===== src/common/can_filt_map.vh =====
// can_filt_map.vh: offsets, field positions, reset values and limits
// assumes an 8-bit apb byte address; every register holds at most 8 bits, in the low byte of one 32-bit word
`ifndef CAN_FILT_MAP_VH
`define CAN_FILT_MAP_VH

// register byte addresses
`define ADR_CTRL0 8'h00
`define ADR_CTRL1 8'h04
`define ADR_BT0 8'h08
`define ADR_BT1 8'h0C
`define ADR_RFLG 8'h10
`define ADR_RIER 8'h14
`define ADR_TFLG 8'h18
`define ADR_TIER 8'h1C
`define ADR_IDAC 8'h20
`define ADR_RXERR 8'h24
`define ADR_TXERR 8'h28
// 0x40..0x5c pattern bytes 0..7, 0x60..0x7c mask bytes 0..7
`define FILT_PAGE 2'b01

// module_control_0 fields
`define C0_SOFT 0
`define C0_SLPRQ 1
`define C0_SLPAK 2
`define C0_RST 8'h01

// receiver_flag_reg / receiver enable fields
`define F_WUP 7
`define F_RWRN 6
`define F_TWRN 5
`define F_RERR 4
`define F_TERR 3
`define F_BOFF 2
`define F_OVR 1
`define F_RXF 0

// acceptance_control_reg fields
`define AC_MODE_HI 5
`define AC_MODE_LO 4
`define MODE_32 2'h0
`define MODE_16 2'h1
`define MODE_8 2'h2
`define MODE_CLOSED 2'h3

// error counter limits, compared on 9 bits
`define WARN_LIMIT 9'h060
`define PASSIVE_LIMIT 9'h07F
`define BUS_DETACHED_STATE_LIMIT 9'h0FF

`define TXE_RST 3'h7
`define RECESSIVE 1'b1

`endif


===== src/core/can_acceptance_filter_irq.v =====
// can_acceptance_filter_irq: acceptance filter, flags, interrupt requests
// and configuration lock of the can controller, with an apb register slave.
// assumes the protocol engine on mclk_i gives identifier, frame and counters.
//
// The register offsets and the APB interface to the registers were decided locally.
`default_nettype none
`include "can_filt_map.vh"

// Function
// compare identifier bits against pattern, skip masked
// accepted frame sets receive full and hit
// lowest matching filter wins the hit field
// 32-bit mode: two filters, banks hit 0/1
// 16-bit mode: four filters, hits 0-1, 2-3
// 8-bit mode: eight filters, hits 0-3, 4-7
// closed mode never fills foreground, never flags
// transmit request while any buffer empty flagged
// receive full and interrupt right after frame end
// bus activity in sleep sets wake-up flag
// warning flags when error counters reach 96
// passive flags when error counters exceed 127
// bus-off flag when transmit counter exceeds 255
// eleven sources, four requests, each source enabled
// request holds while any enabled flag set
// flags clear only by writing one
// clear ignored while setting condition persists
// software must not clear flags by read-modify-write
// error counters have no write path
// config registers writable only under soft reset
// transmit pin recessive in any low-power mode
// both buffers full: discard frame, set overrun
// background copied to foreground only when empty
// hit field is binary filter index 0-7
// mask one is don't care, zero exact
module can_acceptance_filter_irq (
  input wire mclk_i,
  input wire arst_n_i,
  input wire psel_i,
  input wire penable_i,
  input wire pwrite_i,
  input wire [7:0] paddr_i,
  input wire [31:0] pwdata_i,
  output reg [31:0] prdata_o,
  output wire pready_o,
  output wire pslverr_o,
  input wire [31:0] rx_id_i,
  input wire rx_frame_ok_i,
  input wire [7:0] rx_err_cnt_i,
  input wire [8:0] tx_err_cnt_i,
  input wire [2:0] tx_done_i,
  input wire bus_idle_i,
  input wire power_down_i,
  input wire can_rx_i,
  input wire tx_bit_i,
  output reg can_tx_o,
  output reg rx_copy_o,
  output wire [2:0] tx_pending_o,
  output wire soft_reset_o,
  output wire sleep_o,
  output wire [7:0] module_control_1_o,
  output wire [7:0] bit_timing_0_o,
  output wire [7:0] bit_timing_1_o,
  output wire wakeup_irq_o,
  output wire error_irq_o,
  output wire rx_irq_o,
  output wire tx_irq_o
);

  localparam ST_RUN = 1'b0;
  localparam ST_SLEEP = 1'b1;
  // reset word of module_control_0, so the soft bit can be cut from it exactly
  localparam [7:0] C0_RST_V = `C0_RST;

  // one identifier byte against one pattern byte under its mask
  function match8;
    input [7:0] pat;
    input [7:0] msk;
    input [7:0] idb;
    begin
      match8 = &(~(pat ^ idb) | msk);
    end
  endfunction

  // lowest set bit wins
  function [2:0] first_hit;
    input [7:0] h;
    integer k;
    begin
      first_hit = 3'h0;
      for (k = 7; k >= 0; k = k - 1) begin
        if (h[k]) begin
          first_hit = k[2:0];
        end
      end
    end
  endfunction

  // register state
  reg soft_q;
  reg slprq_q;
  reg state_q;
  reg [7:0] ctrl1_q;
  reg [7:0] bt0_q;
  reg [7:0] bt1_q;
  reg [1:0] mode_q;
  reg [2:0] hit_q;
  reg [7:0] rflg_q;
  reg [7:0] rier_q;
  reg [2:0] txe_q;
  reg [2:0] tier_q;
  reg bg_full_q;
  reg [2:0] bg_hit_q;
  reg rx_s1_q;
  reg rx_s2_q;
  reg wait_q;

  // apb decode
  wire access = psel_i & penable_i;
  wire done = access & wait_q;
  wire filt_adr = (paddr_i[7:6] == `FILT_PAGE) & (paddr_i[1:0] == 2'b00);
  reg known_adr;
  always @* begin
    case (paddr_i)
      `ADR_CTRL0, `ADR_CTRL1, `ADR_BT0, `ADR_BT1,
      `ADR_RFLG, `ADR_RIER, `ADR_TFLG, `ADR_TIER,
      `ADR_IDAC, `ADR_RXERR, `ADR_TXERR: known_adr = 1'b1;
      default: known_adr = filt_adr;
    endcase
  end
  // one wait state so the store's registered read is ready
  assign pready_o = done;
  assign pslverr_o = done & ~known_adr;
  wire wr = done & pwrite_i & known_adr;
  wire wr_cfg = wr & soft_q;
  wire [7:0] wbyte = pwdata_i[7:0];

  // pattern and mask bytes
  wire [127:0] store;
  wire [7:0] store_rd;
  filt_store u_store (
    .mclk_i(mclk_i),
    .arst_n_i(arst_n_i),
    .we_i(wr_cfg & filt_adr),
    .waddr_i(paddr_i[5:2]),
    .wdata_i(wbyte),
    .raddr_i(paddr_i[5:2]),
    .rdata_o(store_rd),
    .flat_o(store)
  );

  // per-byte comparators; bank byte k sees the id byte its mode assigns
  reg [7:0] bm;
  reg [7:0] idb;
  reg [7:0] hits;
  integer b;
  always @* begin
    bm = 8'h00;
    idb = 8'h00;
    for (b = 0; b < 8; b = b + 1) begin
      case (mode_q)
        `MODE_32: idb = rx_id_i[31-8*(b%4) -: 8];
        `MODE_16: idb = rx_id_i[31-8*(b%2) -: 8];
        default: idb = rx_id_i[31:24];
      endcase
      bm[b] = match8(store[8*b+7 -: 8], store[64+8*b+7 -: 8], idb);
    end
    case (mode_q)
      `MODE_32: hits = {6'h00, &bm[7:4], &bm[3:0]};
      `MODE_16: hits = {4'h0, &bm[7:6], &bm[5:4], &bm[3:2], &bm[1:0]};
      `MODE_8: hits = bm;
      default: hits = 8'h00;
    endcase
  end

  wire sleeping = (state_q == ST_SLEEP);
  wire receive_full_flag = rflg_q[`F_RXF];
  wire accept = rx_frame_ok_i & (|hits);
  wire [2:0] new_hit = first_hit(hits);
  // no copy while asleep; the pending copy runs after wake-up
  wire copy_bg = bg_full_q & ~receive_full_flag & ~sleeping;
  wire direct = accept & ~copy_bg & ~receive_full_flag & ~bg_full_q;
  wire to_bg = accept & ~direct;
  wire ovr_set = to_bg & bg_full_q & ~copy_bg;
  wire rxf_set = copy_bg | direct;
  wire wake = sleeping & ~rx_s2_q;

  // error conditions follow the engine's counters, read only here
  wire [8:0] rx_cnt = {1'b0, rx_err_cnt_i};
  wire rwrn_c = rx_cnt >= `WARN_LIMIT;
  wire twrn_c = tx_err_cnt_i >= `WARN_LIMIT;
  wire rerr_c = rx_cnt > `PASSIVE_LIMIT;
  wire terr_c = tx_err_cnt_i > `PASSIVE_LIMIT;
  // a 9-bit count can pass 255, so only exceeding the limit means bus off
  wire boff_c = tx_err_cnt_i > `BUS_DETACHED_STATE_LIMIT;

  wire [7:0] rcond = {1'b0, rwrn_c, twrn_c, rerr_c, terr_c, boff_c, 2'b00};
  wire [7:0] rset = {wake, rwrn_c, twrn_c, rerr_c, terr_c, boff_c,
                     ovr_set, rxf_set};
  wire [7:0] rclr = (wr & (paddr_i == `ADR_RFLG)) ? wbyte : 8'h00;
  // set wins over clear; a live condition blocks the clear
  wire [7:0] rflg_d = rset | (rflg_q & ~(rclr & ~rcond));
  wire [2:0] tclr = (wr & (paddr_i == `ADR_TFLG)) ? wbyte[2:0] : 3'h0;
  wire [2:0] txe_d = tx_done_i | (txe_q & ~tclr);

  // receive staging and flags
  always @(posedge mclk_i or negedge arst_n_i) begin
    if (!arst_n_i) begin
      rflg_q <= 8'h00;
      txe_q <= `TXE_RST;
      bg_full_q <= 1'b0;
      bg_hit_q <= 3'h0;
      hit_q <= 3'h0;
      rx_copy_o <= 1'b0;
    end else begin
      rflg_q <= rflg_d;
      txe_q <= txe_d;
      rx_copy_o <= rxf_set;
      if (copy_bg) begin
        hit_q <= bg_hit_q;
      end else if (direct) begin
        hit_q <= new_hit;
      end
      if (to_bg & (~bg_full_q | copy_bg)) begin
        bg_full_q <= 1'b1;
        bg_hit_q <= new_hit;
      end else if (copy_bg) begin
        bg_full_q <= 1'b0;
      end
    end
  end

  // can_rx_i comes from the pin, two flops before use
  always @(posedge mclk_i or negedge arst_n_i) begin
    if (!arst_n_i) begin
      rx_s1_q <= `RECESSIVE;
      rx_s2_q <= `RECESSIVE;
    end else begin
      rx_s1_q <= can_rx_i;
      rx_s2_q <= rx_s1_q;
    end
  end

  // sleep handshake: enter once idle with all transmit buffers empty
  always @(posedge mclk_i or negedge arst_n_i) begin
    if (!arst_n_i) begin
      state_q <= ST_RUN;
    end else begin
      case (state_q)
        ST_RUN: begin
          if (slprq_q & ~soft_q & bus_idle_i & (&txe_q)) begin
            state_q <= ST_SLEEP;
          end
        end
        ST_SLEEP: begin
          if (wake | ~slprq_q | soft_q) begin
            state_q <= ST_RUN;
          end
        end
        default: state_q <= ST_RUN;
      endcase
    end
  end

  // control and configuration registers
  always @(posedge mclk_i or negedge arst_n_i) begin
    if (!arst_n_i) begin
      soft_q <= C0_RST_V[`C0_SOFT];
      slprq_q <= 1'b0;
      ctrl1_q <= 8'h00;
      bt0_q <= 8'h00;
      bt1_q <= 8'h00;
      mode_q <= `MODE_32;
      rier_q <= 8'h00;
      tier_q <= 3'h0;
    end else begin
      if (wr & (paddr_i == `ADR_CTRL0)) begin
        soft_q <= wbyte[`C0_SOFT];
        // the request may only be withdrawn once asleep
        if (wbyte[`C0_SLPRQ] | sleeping) begin
          slprq_q <= wbyte[`C0_SLPRQ];
        end
      end else if (wake) begin
        slprq_q <= 1'b0;
      end
      if (wr_cfg & (paddr_i == `ADR_CTRL1)) begin
        ctrl1_q <= wbyte;
      end
      if (wr_cfg & (paddr_i == `ADR_BT0)) begin
        bt0_q <= wbyte;
      end
      if (wr_cfg & (paddr_i == `ADR_BT1)) begin
        bt1_q <= wbyte;
      end
      if (wr_cfg & (paddr_i == `ADR_IDAC)) begin
        mode_q <= wbyte[`AC_MODE_HI:`AC_MODE_LO];
      end
      if (wr & (paddr_i == `ADR_RIER)) begin
        rier_q <= wbyte;
      end
      if (wr & (paddr_i == `ADR_TIER)) begin
        tier_q <= wbyte[2:0];
      end
    end
  end

  // read mux; counters appear here and nowhere in the write path
  reg [7:0] rd_byte;
  always @* begin
    case (paddr_i)
      `ADR_CTRL0: rd_byte = {5'h00, sleeping, slprq_q, soft_q};
      `ADR_CTRL1: rd_byte = ctrl1_q;
      `ADR_BT0: rd_byte = bt0_q;
      `ADR_BT1: rd_byte = bt1_q;
      `ADR_RFLG: rd_byte = rflg_q;
      `ADR_RIER: rd_byte = rier_q;
      `ADR_TFLG: rd_byte = {5'h00, txe_q};
      `ADR_TIER: rd_byte = {5'h00, tier_q};
      `ADR_IDAC: rd_byte = {2'h0, mode_q, 1'b0, hit_q};
      `ADR_RXERR: rd_byte = rx_err_cnt_i;
      `ADR_TXERR: rd_byte = tx_err_cnt_i[7:0];
      default: rd_byte = filt_adr ? store_rd : 8'h00;
    endcase
  end

  always @(posedge mclk_i or negedge arst_n_i) begin
    if (!arst_n_i) begin
      wait_q <= 1'b0;
      prdata_o <= 32'h0000_0000;
    end else begin
      wait_q <= access & ~wait_q;
      if (access & ~wait_q) begin
        prdata_o <= {24'h00_0000, rd_byte};
      end
    end
  end

  // transmit pin; registered so it never glitches on mode changes
  wire low_power = sleeping | soft_q | power_down_i;
  always @(posedge mclk_i or negedge arst_n_i) begin
    if (!arst_n_i) begin
      can_tx_o <= `RECESSIVE;
    end else begin
      can_tx_o <= low_power ? `RECESSIVE : tx_bit_i;
    end
  end

  // four requests from eleven individually enabled sources
  assign wakeup_irq_o = rflg_q[`F_WUP] & rier_q[`F_WUP];
  assign error_irq_o = |(rflg_q[6:1] & rier_q[6:1]);
  assign rx_irq_o = rflg_q[`F_RXF] & rier_q[`F_RXF];
  assign tx_irq_o = |(txe_q & tier_q);

  assign tx_pending_o = ~txe_q;
  assign soft_reset_o = soft_q;
  assign sleep_o = sleeping;
  assign module_control_1_o = ctrl1_q;
  assign bit_timing_0_o = bt0_q;
  assign bit_timing_1_o = bt1_q;

endmodule

`default_nettype wire


===== src/core/filt_store.v =====
// filt_store: sixteen bytes of pattern and mask storage for the filter
// assumes one writer on mclk_i; read data are registered, flat view is live
`default_nettype none

module filt_store (
  input wire mclk_i,
  input wire arst_n_i,
  input wire we_i,
  input wire [3:0] waddr_i,
  input wire [7:0] wdata_i,
  input wire [3:0] raddr_i,
  output reg [7:0] rdata_o,
  output wire [127:0] flat_o
);

  reg [7:0] mem_q [0:15];
  integer i;

  always @(posedge mclk_i or negedge arst_n_i) begin
    if (!arst_n_i) begin
      for (i = 0; i < 16; i = i + 1) begin
        mem_q[i] <= 8'h00;
      end
      rdata_o <= 8'h00;
    end else begin
      if (we_i) begin
        mem_q[waddr_i] <= wdata_i;
      end
      rdata_o <= mem_q[raddr_i];
    end
  end

  // the comparators need every byte at once
  genvar g;
  generate
    for (g = 0; g < 16; g = g + 1) begin : flat_gen
      assign flat_o[8*g+7:8*g] = mem_q[g];
    end
  endgenerate

endmodule

`default_nettype wire


===== config.mk =====
export PLATFORM = sky130hd
export DESIGN_NAME = can_acceptance_filter_irq
export DESIGN_NICKNAME = d
export VERILOG_FILES = /design/src/core/can_acceptance_filter_irq.v /design/src/core/filt_store.v
export VERILOG_INCLUDE_DIRS = /design/src /design/src/common
export SDC_FILE = /design/constraint.sdc
export NUM_CORES = 1
export LEC_CHECK = 0
export BUFFER_PORTS_ARGS = -buffer_cell sky130_fd_sc_hd__buf_2
export CORE_ASPECT_RATIO = 0.5
export CORE_MARGIN = 3
export CORE_UTILIZATION = 40
export CTS_BUF_LIST = sky130_fd_sc_hd__clkbuf_2 sky130_fd_sc_hd__clkbuf_4 sky130_fd_sc_hd__clkbuf_8
export CTS_CLUSTER_DIAMETER = 80
export CTS_CLUSTER_SIZE = 24
export DETAILED_ROUTE_END_ITERATION = 16
export GPL_ROUTABILITY_DRIVEN = 0
export GPL_TIMING_DRIVEN = 0
export HOLD_SLACK_MARGIN = 0.05
export PLACE_DENSITY = 0.68
export SETUP_SLACK_MARGIN = 0.02
export SYNTH_ARGS = -nofsm -noshare
export SYNTH_HDL_FRONTEND = slang
export SYNTH_SLANG_ARGS = --single-unit

===== constraint.sdc =====
create_clock -name mclk_i -period 4.14 [get_ports mclk_i]
set_input_delay 0.621 -clock mclk_i [delete_from_list [all_inputs] [get_ports mclk_i]]
set_output_delay 0.621 -clock mclk_i [all_outputs]
set_load 0.02 [all_outputs]

Yosys cells after proc, flatten, opt, wreduce, memory -nomap -nowiden
Cells that the tools add are included.
{"block": "word_totals", "elab_cells": 207, "out_inout_bits": 69, "input_bits": 102, "ff_bits": 207}
{"block": "op_classes", "n_mux": 34, "bitwise_logic": 87, "order_cmp": 7, "n_eq_ne": 14, "reduce_logical": 28}
{"operator": "$bwmux W128", "count": 1}
{"operator": "$pmux W8 S11", "count": 1}
{"operator": "$not A8 Y8", "count": 9}
{"operator": "$or A8 B8 Y8", "count": 9}
{"operator": "$reduce_and A16 Y1", "count": 4}
{"operator": "$reduce_and A32 Y1", "count": 2}
{"operator": "$reduce_and A8 Y1", "count": 8}
{"operator": "$xor A8 B8 Y8", "count": 8}
{"operator": "$mux W8", "count": 7}
{"operator": "$and A1 B1 Y1", "count": 34}
{"operator": "$mux W3", "count": 11}
{"operator": "$bmux W8 S4", "count": 1}
{"operator": "$demux W8 S4", "count": 1}
{"operator": "$eq A8 B5 Y1 const B", "count": 4}
{"operator": "$eq A8 B6 Y1 const B", "count": 3}
{"operator": "$pmux W8 S3", "count": 1}
{"operator": "$and A8 B8 Y8", "count": 2}
{"operator": "$eq A8 B4 Y1 const B", "count": 2}
{"operator": "$pmux W8 S2", "count": 1}
{"operator": "$reduce_or A11 Y1", "count": 1}
{"operator": "$not A1 Y1", "count": 10}
{"operator": "$ge A9 B7 Y1 const B", "count": 1}
{"operator": "$gt A9 B7 Y1 const B", "count": 1}
{"operator": "$gt A9 B8 Y1 const B", "count": 1}
{"operator": "other kinds (27)", "count": 47}

Depth between registers and ports, before layout
Gate-level depths: netlist (run 1).
{"block": "logic_depth", "depth_word": 18, "ltp_mapped": 14, "depth_no_buf": 10}

By module
A second synthesis (run 1) with hierarchy kept.
{"block": "hier_totals", "cells_unflattened": 913, "area_unflattened_um2": 11313.4}
{"module": "filt_store", "seq_area_each_um2": 3403.3, "instances": 1, "cells_each": 370, "area_per_inst_um2": 6018.3}
{"module": "can_acceptance_filter_irq", "seq_area_each_um2": 1785.5, "instances": 1, "cells_each": 543, "area_per_inst_um2": 5295.1}

Worst setup path after synthesis (run 1)
Ideal clock, no wire load.
{"block": "synth_path", "kind": "input port to flip-flop", "start": "input paddr_i[5]", "end": "register u_store.mem_q, in the netlist u_store.flat_o[56]", "required_ns": 4.015, "path_slack_ns": 0.700, "stages": 13, "arrival_ns": 3.315, "setup_ns": 0.125, "n_path_buf": 3, "cell_sequence": "buf_4 -> nor2_4 -> nand2_2 -> maj3_2 -> or4_1 -> nand3_1 -> and3_1 -> buf_4 -> nand3_2 -> or2_1 -> buf_2 -> nor3b_4 -> mux2_2"}
{"block": "synth_via", "elab_chain_len": 6, "word_cells_on_any_way": 23, "classes_between": "order compare: 2; eq/ne: 10; mux: 4; bitwise: 4; reduce/logical: 3"}
{"element": "from (decl)", "line": "can_acceptance_filter_irq.v:41", "text": "input wire [7:0] paddr_i,"}
{"element": "$not A4 Y5 (not written as such) (tied with other cells)", "line": "filt_store.v:27", "text": "mem_q[waddr_i] <= wdata_i;"}
{"element": "$ge A5 B5 Y1 (not written as such) (tied with other cells)", "line": "filt_store.v:27"}
{"element": "$logic_and A1 B1 Y1 (not written as such) / $mux W1 (equally long branches)", "line": "filt_store.v:27, can_acceptance_filter_irq.v:123"}
{"element": "$mux W8 (not written as such) / $and A1 B1 Y1 (equally long branches)", "line": "filt_store.v:27, can_acceptance_filter_irq.v:133"}
{"element": "$demux W8 S4 / $and A1 B1 Y1 (equally long branches)", "line": "filt_store.v:27, can_acceptance_filter_irq.v:134"}
{"element": "$bwmux W128 / $and A1 B1 Y1 (equally long branches)", "line": "filt_store.v:27, can_acceptance_filter_irq.v:143"}
{"element": "to (signal, indexed assignment)", "line": "filt_store.v:27"}
{"element": "to (decl)", "line": "filt_store.v:16", "text": "reg [7:0] mem_q [0:15];"}
Several ways; a longest one is shown, not always the timed one.
A chain may end at the register's enable or synchronous reset.

Worst setup path after layout (run 1)
{"block": "layout_path", "start": "register mode_q[1]", "end": "register hit_q[1]"}
{"block": "layout_via", "elab_chain_len": 17, "word_cells_on_any_way": 54, "classes_between": "eq/ne: 2; mux: 14; bitwise: 22; reduce/logical: 16"}
{"element": "from (decl)", "line": "can_acceptance_filter_irq.v:105", "text": "reg [1:0] mode_q;"}
{"element": "from (signal assigned)", "line": "can_acceptance_filter_irq.v:272", "text": "mode_q <= `MODE_32;"}
{"element": "from (signal assigned)", "line": "can_acceptance_filter_irq.v:295", "text": "mode_q <= wbyte[`AC_MODE_HI:`AC_MODE_LO];"}
{"element": "$eq A2 B1 Y1 / $logic_not A2 Y1 (equally long branches)", "line": "can_acceptance_filter_irq.v:160, can_acceptance_filter_irq.v:167"}
{"element": "$pmux W8 S2", "line": "can_acceptance_filter_irq.v:160", "text": "case (mode_q)"}
{"element": "$xor A8 B8 Y8", "line": "can_acceptance_filter_irq.v:80", "text": "match8 = &(~(pat ^ idb) | msk);"}
{"element": "$not A8 Y8", "line": "can_acceptance_filter_irq.v:80"}
{"element": "$or A8 B8 Y8", "line": "can_acceptance_filter_irq.v:80"}
{"element": "$reduce_and A8 Y1", "line": "can_acceptance_filter_irq.v:80"}
{"element": "$pmux W8 S3 *", "line": "can_acceptance_filter_irq.v:167", "text": "case (mode_q)"}
{"element": "$mux W3 (8 in a row)", "line": "can_acceptance_filter_irq.v:91", "text": "if (h[k]) begin"}
{"element": "$mux W3", "line": "can_acceptance_filter_irq.v:220", "text": "end else if (direct) begin"}
{"element": "$mux W3", "line": "can_acceptance_filter_irq.v:218", "text": "if (copy_bg) begin"}
{"element": "to (signal assigned)", "line": "can_acceptance_filter_irq.v:219", "text": "hit_q <= bg_hit_q;"}
{"element": "to (signal assigned)", "line": "can_acceptance_filter_irq.v:221", "text": "hit_q <= new_hit;"}
{"element": "to (decl)", "line": "can_acceptance_filter_irq.v:106", "text": "reg [2:0] hit_q;"}
Every way passes the cells marked *; elsewhere a longest branch is shown, timed or not. The select of a mux whose other input is x is not followed.

==> key figures, run 1 <==
Clocking
  – Latest clock arrival within the worst-skew pair: ~530 ps
  – Clock sink count: between 200 and 250
  – Number of hold buffers added after CTS: 0
  – Total CTS buffers: 12
  – Post CTS Setup Buffer Count: 0
  – Maximum buffer depth of the clock tree: 3
  – Total number of H-tree levels: 1
  – Reg clk slew, reported paths: roughly 160 ps
  – Clock root cell: sky130_fd_sc_hd__clkbuf_8
  – Clock tree from TritonCTS: built
  – Resize count post-CTS: 0

Place
  – HPWL after DPL: 27,610 um
  – Total instance count after detailed placement: 1,419
  – Count of input and output buffers: 111

STA
  – Hold Slack: between 70 and 80 ps
  – Final clock period utilization by the worst path: 95.67%
  – Setup violators final: 0
  – Slew at the pin closest to its max-slew limit: 1381 ps
  – Fmax: about 250 MHz
  – Count of endpoints failing hold in the final timing report: 0
  – Period minus WS final: just under 4000 ps
  – Fin Clk Skew: approximately 31 ps
  – Max Transition Viols Final: 0
  – Unrepaired setup endpoints after global routing: false
  – Relative slew slack: 7.175%

Global routing
  – Vias in the first global route: 8,464
  – Overflow left after global routing: 0
  – Pin count of the biggest net entering global routing: about 110
  – Antenna violations before repair: 3
  – Overall fraction of global-route tracks in use: 23.73%
  – First-pass GRT wire length: roughly 54,000 um

Die
  – Height of the die: 124.7 um
  – Starting Density: a little over two fifths
  – Die X-Extent: 243.4 um
  – Area of the die: ~0.03 mm^2
  – Core ar.: 0.02706 mm^2
  – Site Rows: 42
  – Count of boundary I/O pins: approximately 170

Synthesis
  – Flip-flop and latch count after synthesis: 207
  – Cells after synthesis: 909
  – Total standard cell area after synthesis: around 0.011 mm^2
  – Synth area leaders: sky130_fd_sc_hd__dfrtp_1 44%, sky130_fd_sc_hd__mux2_2 17%, sky130_fd_sc_hd__mux4_2 8.0%, sky130_fd_sc_hd__mux2i_1 3.3%, sky130_fd_sc_hd__xor2_1 2.7%
  – Library cells used by synthesis: 66
  – Dominant synthesized flop cell: sky130_fd_sc_hd__dfrtp_1
  – Synth async-reset ratio: 100.0%
  – Cell accounting for the most synthesized area: sky130_fd_sc_hd__dfrtp_1
  – Synthesized area per cell: between 10 and 15 um^2
  – Top cell types by occurrence after synthesis: 200 x sky130_fd_sc_hd__dfrtp_1, 168 x sky130_fd_sc_hd__mux2_2, 49 x sky130_fd_sc_hd__nand2_1, 40 x sky130_fd_sc_hd__mux4_2, 37 x sky130_fd_sc_hd__mux2i_1
  – Synth warn: 0
  – Seq/Total Area, Yosys: 46.02%
  – Number of enable-type register cells in the synthesized netlist: 0
  – Share of the synthesized area in the top cell type: ~44%
  – Count leader, synth: sky130_fd_sc_hd__dfrtp_1

Finish
  – Number of antenna repair diodes: 0
  – Layout overhead on the synthesized area: 12.47%
  – Share of layout cells above drive strength 1: a little under two fifths
  – Post-layout net count: between 1,000 and 1,500
  – Post-route insts no fill: around 1,400

Routing
  – Number of search-and-repair iterations in the first detailed-routing pass: 6
  – Via count: between 8,000 and 9,000
  – Average detailed-routed wire length per instance: about 26 um
  – WL final: about 37,000 um
  – ANT nets after route: 0
  – Post-route DRC: 0
  – Via density per instance: just over 6
  – Number of design-rule violations left by the first detailed-router iteration: approximately 1,000

Job
  – Max-Cap Viols: 0

Setup path
  – Sort of element at the start of the critical path: register
  – Crit-path max cell delay: between 500 and 600 ps
  – Crit path max-delay family: simple AND/OR/NAND/NOR gates
  – CP max FO: 9
  – Critical path type: reg2reg
  – Required time of the worst setup path: ~4600 ps
  – Critical Path, Cell by Cell: buf_4, nor2_8, mux2i_1, xor2_1, o2111ai_1, nor3_1, and3_1, or4_4, or3_1, clkbuf_1, a21o_1, o221a_2
  – Number of buffers and inverters on the critical path: 2
  – Worst path slowest cell: sky130_fd_sc_hd__or4_4
  – Kind of end point of the critical path: register
  – Worst EP arrival: around 4400 ps

Power and ir drop
  – P per Cell Area: 267.8 mW/mm^2
  – Leakage power total: 6.120 nW
  – Worst supply voltage drop on vdd: between 0.15 and 0.2 mV

Status
  – Outcome: finished clean

Min path
  – Tightest Hold Check Type: in2async
## cells by family (layout without fill, tap and decap cells)
kind of cell    count (synthesis)  count (layout)  share of synthesized area [%]
mux                           245             245                          28.05
flops                         207             207                          46.02
simple gates                  170             170                          8.167
compound gates                127             127                          8.311
buf+inv                        91             224                          4.117
xor+xnor                       67              67                          5.204
fa+ha+maj                       1               1                        0.09986
other cells                     1              24                        0.03326
## worst paths after layout
kind	slack, ps	to	cells past startpoint	start
setup / recovery	180	hit_q[1]$_DFFE_PN0P_	12	mode_q[1]$_DFFE_PN0P_
hold / removal	70	u_store.flat_o[86]$_DFFE_PN0P_	1	arst_n_i
setup reg to reg	180	hit_q[1]$_DFFE_PN0P_	12	mode_q[1]$_DFFE_PN0P_
hold reg to reg	370	rx_s2_q$_DFF_PN1_	0	rx_s1_q$_DFF_PN1_
max in group asynchronous	3020	can_tx_o$_DFF_PN1_	2	arst_n_i
min in group mclk_i	170	rx_s1_q$_DFF_PN1_	1	can_rx_i
## through the flow
| stage | setup TNS (ps) | cell area, um^2 | setup WS [ps] | util [%] | power [mW] |
|---|---|---|---|---|---|
| 5_1_grt | 0 | 12680 | 95.07 | 46.86 | 3.493 |
| 2_1_floorplan | 0 | 11360 | 699.8 | - | 2.240 |
| 6_report | 0 | 12680 | 179.4 | 46.86 | 3.396 |
| 3_5_place_dp | -6764 | 12430 | -246.8 | 45.93 | 2.403 |
| 4_1_cts | 0 | 12670 | 88.02 | 46.80 | 3.395 |
| 3_3_place_gp | -207310 | 12390 | -1046 | 45.77 | 2.394 |
## final cells by class
| class | instances | area (um^2) |
|---|---|---|
| multi-input cells | 634 | 5725 |
| clock buffers | 19 | 224.0 |
| flip-flops and latches | 207 | 5189 |
| fillers | 2470 | 14380 |
| inverters | 15 | 56.30 |
| well taps | 374 | 467.9 |
| repair buffers | 113 | 600.6 |
| plain buffers | 76 | 407.9 |
| clock inverters | 1 | 11.26 |
## sequential cells by signal, summed over array words and instances, names as in the netlist, 2 cells and up
register,count
bg_hit_q,3
bit_timing_0_o,8
bit_timing_1_o,8
hit_q,3
mode_q,2
module_control_1_o,8
prdata_o,8
rflg_q,8
rier_q,8
tier_q,3
txe_q,3
u_store.flat_o,128
u_store.rdata_o,8
## power breakdown
group	switching [mW]	total [mW]	internal (mW)	leakage (nW)
registers	0.00183	2.03	2.03	2.82
logic	0.233	0.342	0.109	3.17
clock network	0.670	1.03	0.356	0.127
## layout by cell type, fill, tap and decap left out, drive strengths merged, types with 14 or more instances in the layout
| cell | count |
|---|---|
| a221oi | 14 |
| a22oi | 14 |
| buf | 155 |
| clkbuf | 53 |
| conb | 24 |
| dfrtp | 200 |
| inv | 16 |
| mux2 | 168 |
| mux2i | 37 |
| mux4 | 40 |
| nand2 | 50 |
| nor2 | 38 |
| nor2b | 16 |
| o22ai | 30 |
| xnor2 | 32 |
| xor2 | 35 |
## per-layer routing
layer / up-vias / global-route usage, % / wire length [um]
li1: 3611 / - / -
met3: 80 / 6.453 / 4016
met5: - / 0 / 27
met1: 4485 / 33.30 / 15560
met4: 4 / 6.734 / 1222
met2: 519 / 36.07 / 16170
## worst reg2reg max path: cells and delay by family (launching register included)
family / cells / cell delay, ps
AND/OR/NAND/NOR: 5 / 1610
flip-flops: 1 / 400
AO/OA/AOI/OAI: 3 / 930
multiplexers: 1 / 410
buffers and inverters: 2 / 390
XOR/XNOR: 1 / 140
Note: power is estimated with default switching activity, not from simulation.
==> run 2, diff against run 1 <==
--- a/config.mk
+++ b/config.mk
@@ -6,7 +6,6 @@
 export SDC_FILE = /design/constraint.sdc
 export NUM_CORES = 1
 export LEC_CHECK = 0
-export BUFFER_PORTS_ARGS = -buffer_cell sky130_fd_sc_hd__buf_2
 export CORE_ASPECT_RATIO = 0.5
 export CORE_MARGIN = 3
 export CORE_UTILIZATION = 40
@@ -14,10 +13,11 @@
 export CTS_CLUSTER_DIAMETER = 80
 export CTS_CLUSTER_SIZE = 24
 export DETAILED_ROUTE_END_ITERATION = 16
+export DONT_BUFFER_PORTS = 1
 export GPL_ROUTABILITY_DRIVEN = 0
 export GPL_TIMING_DRIVEN = 0
 export HOLD_SLACK_MARGIN = 0.05
-export PLACE_DENSITY = 0.68
+export PLACE_DENSITY = 0.63
 export SETUP_SLACK_MARGIN = 0.02
 export SYNTH_ARGS = -nofsm -noshare
 export SYNTH_HDL_FRONTEND = slang
==> key figures, run 2 (synthesis results as in run 1) <==
Status
  – Outcome: finished, violations left
  – Violations in the final reports: hold timing

Place
  – Count of input and output buffers: 0
  – HPWL after DPL: roughly 27,000 um
  – Total placed instance area: approximately 0.012 mm^2
  – Worst setup slack after placement: -268.2 ps

Global routing
  – Antenna violations before repair: 4
  – Vias in the first global route: approximately 8,000
  – Overflow left after global routing: 0
  – Overall fraction of global-route tracks in use: between 20% and 30%
  – Pin count of the biggest net entering global routing: between 200 and 250
  – First-pass GRT wire length: between 50,000 and 60,000 um

Finish
  – Fill cell count: approximately 2,500
  – Max reg flops: 128
  – Post-layout net count: between 1,000 and 1,500
  – Top library cells by usage in the layout, fill and taps aside: 200 x sky130_fd_sc_hd__dfrtp_1, 168 x sky130_fd_sc_hd__mux2_2, 49 x sky130_fd_sc_hd__nand2_1
  – Layout overhead on the synthesized area: 7.068%
  – Number of antenna repair diodes: 0
  – Share of layout cells above drive strength 1: roughly 30%
  – Most frequent standard cell in the layout excluding fill and tap cells: sky130_fd_sc_hd__dfrtp_1
  – Layout Cell Area excl Fill: ~0.012 mm^2

Setup path
  – Worst path slowest cell: sky130_fd_sc_hd__nor2_1
  – Critical Path, Cell by Cell: buf_2, nor2b_1, clkbuf_1, nand2_1, nor2_1, nor4_1, nand3_1, and3_1, buf_4, nand3_2, or2_1, buf_2, nor3b_4, mux2_2
  – Required time of the worst setup path: approximately 4600 ps
  – Sort of element at the start of the critical path: primary input
  – Critical path's most frequent cell: sky130_fd_sc_hd__buf_2
  – CP max FO: 10
  – Number of buffers and inverters on the critical path: 4
  – Worst EP arrival: between 4000 and 5000 ps
  – Critical path type: in2reg
  – Crit-path max cell delay: roughly 700 ps
  – Kind of end point of the critical path: register
  – Crit path max-delay family: simple AND/OR/NAND/NOR gates

Power and ir drop
  – P per Cell Area: between 200 and 300 mW/mm^2
  – Overall power of the completed layout: about 3.3 mW
  – Worst supply voltage drop on vdd: 0.1748 mV
  – Leakage power total: about 5.6 nW

Die
  – Core ar.: about 0.027 mm^2
  – Area of the die: 0.03036 mm^2
  – Die X-Extent: around 240 um
  – Count of boundary I/O pins: approximately 170
  – Height of the die: about 120 um
  – Site Rows: 42
  – Starting Density: about two fifths

Routing
  – Via density per instance: between 6 and 7
  – WL final: around 37,000 um
  – Via count: 8,225
  – Number of search-and-repair iterations in the first detailed-routing pass: 6
  – Number of design-rule violations left by the first detailed-router iteration: roughly 1,000
  – Average detailed-routed wire length per instance: 28.00 um
  – ANT nets after route: 0
  – Post-route DRC: 0

Clocking
  – Maximum buffer depth of the clock tree: 3
  – Total number of H-tree levels: 1
  – Post CTS Setup Buffer Count: 0
  – Clock root cell: sky130_fd_sc_hd__clkbuf_8
  – Latest clock arrival within the worst-skew pair: 540 ps
  – Reg clk slew, reported paths: 150 ps
  – Clock tree from TritonCTS: built
  – Total CTS buffers: 12
  – Clock sink count: between 200 and 250

STA
  – Count of endpoints failing hold in the final timing report: 200
  – Relative slew slack: under 10%
  – Fmax: 256.7 MHz
  – Unrepaired setup endpoints after global routing: true
  – Hold Slack: -220.8 ps
  – Setup slack after layout: ~240 ps
  – Slew at the pin closest to its max-slew limit: 1410 ps
  – Fin Clk Skew: 26.55 ps
  – Period minus WS final: a little under 4000 ps
  – Final clock period utilization by the worst path: a little over nine tenths
  – Max Transition Viols Final: 0
  – Setup violators final: 0

Job
  – Max-Cap Viols: 0

Min path
  – Tightest Hold Check Type: in2async
-- run 2: changes by cell type in the layout (fill, tap and decap cells not counted), sizes merged --
cell         previous run  this run
buf                   155        41
clkinv                  0         2
inv                    16        15
dlygate4sd3             0         1
clkbuf                 53        50
-- run 2: path summary, 6_finish.rpt --
check / startpoint / endpoint / slack [ps] / depth (start not counted)
max in group asynchronous: arst_n_i / txe_q[0]$_DFF_PN1_ / 4000 / 0
worst min register to register: rx_s1_q$_DFF_PN1_ / rx_s2_q$_DFF_PN1_ / 350 / 0
min in group mclk_i: tx_done_i[1] / txe_q[1]$_DFF_PN1_ / 160 / 1
worst max-delay path: paddr_i[4] / u_store.flat_o[93]$_DFFE_PN0P_ / 240 / 14
worst max register to register: mode_q[1]$_DFFE_PN0P_ / hit_q[1]$_DFFE_PN0P_ / 260 / 12
worst min-delay path: arst_n_i / u_store.flat_o[94]$_DFFE_PN0P_ / -220 / 0
-- run 2: per-layer routing --
metal / up-vias / global-route usage, % / share of wire [%]
li1: 3394 / - / -
met1: 4289 / 33.23 / 43
met2: 447 / 36.06 / 43
met3: 91 / 7.098 / 11
met4: 4 / 7.015 / 3.5
met5: - / 0 / 0.073
-- run 2: repair_timing --
action                     4_1_cts  5_1_grt
hold endpoints to repair       207      208
gates resized for setup          0        6
setup endpoints to repair        0        8
-- run 2: per-stage QoR --
stage | setup TNS [ps] | instances | hold slack (ps) | util [%]
6_report | 0 | 1324 | -220.8 | 44.61
5_1_grt | 0 | 1324 | -252.7 | 44.61
4_1_cts | 0 | 1323 | -240.9 | 44.48
3_5_place_dp | -8752 | 1306 | 339.7 | 43.71
3_3_place_gp | -4739 | 1306 | 340.5 | 43.71
2_1_floorplan | 0 | 932 | 325.4 | -
-- run 2: area by class of cell --
| type | count | area [um^2] | share of cell area, % |
|---|---|---|---|
| repair buffers | 1 | 10.01 | 0.08291 |
| flip-flops and latches | 207 | 5189 | 42.98 |
| well taps | 374 | 467.9 | 3.876 |
| plain buffers | 76 | 410.4 | 3.399 |
| clock inverters | 2 | 13.76 | 0.1140 |
| multi-input cells | 634 | 5732 | 47.48 |
| inverters | 15 | 56.30 | 0.4664 |
| clock buffers | 15 | 193.9 | 1.606 |
-- run 2: power by group --
part | switching, mW | internal (mW) | total (mW)
clock network | 0.664 | 0.314 | 0.978
registers | 0.00387 | 2.03 | 2.03
logic | 0.168 | 0.0825 | 0.250
total | 0.836 | 2.42 | 3.26
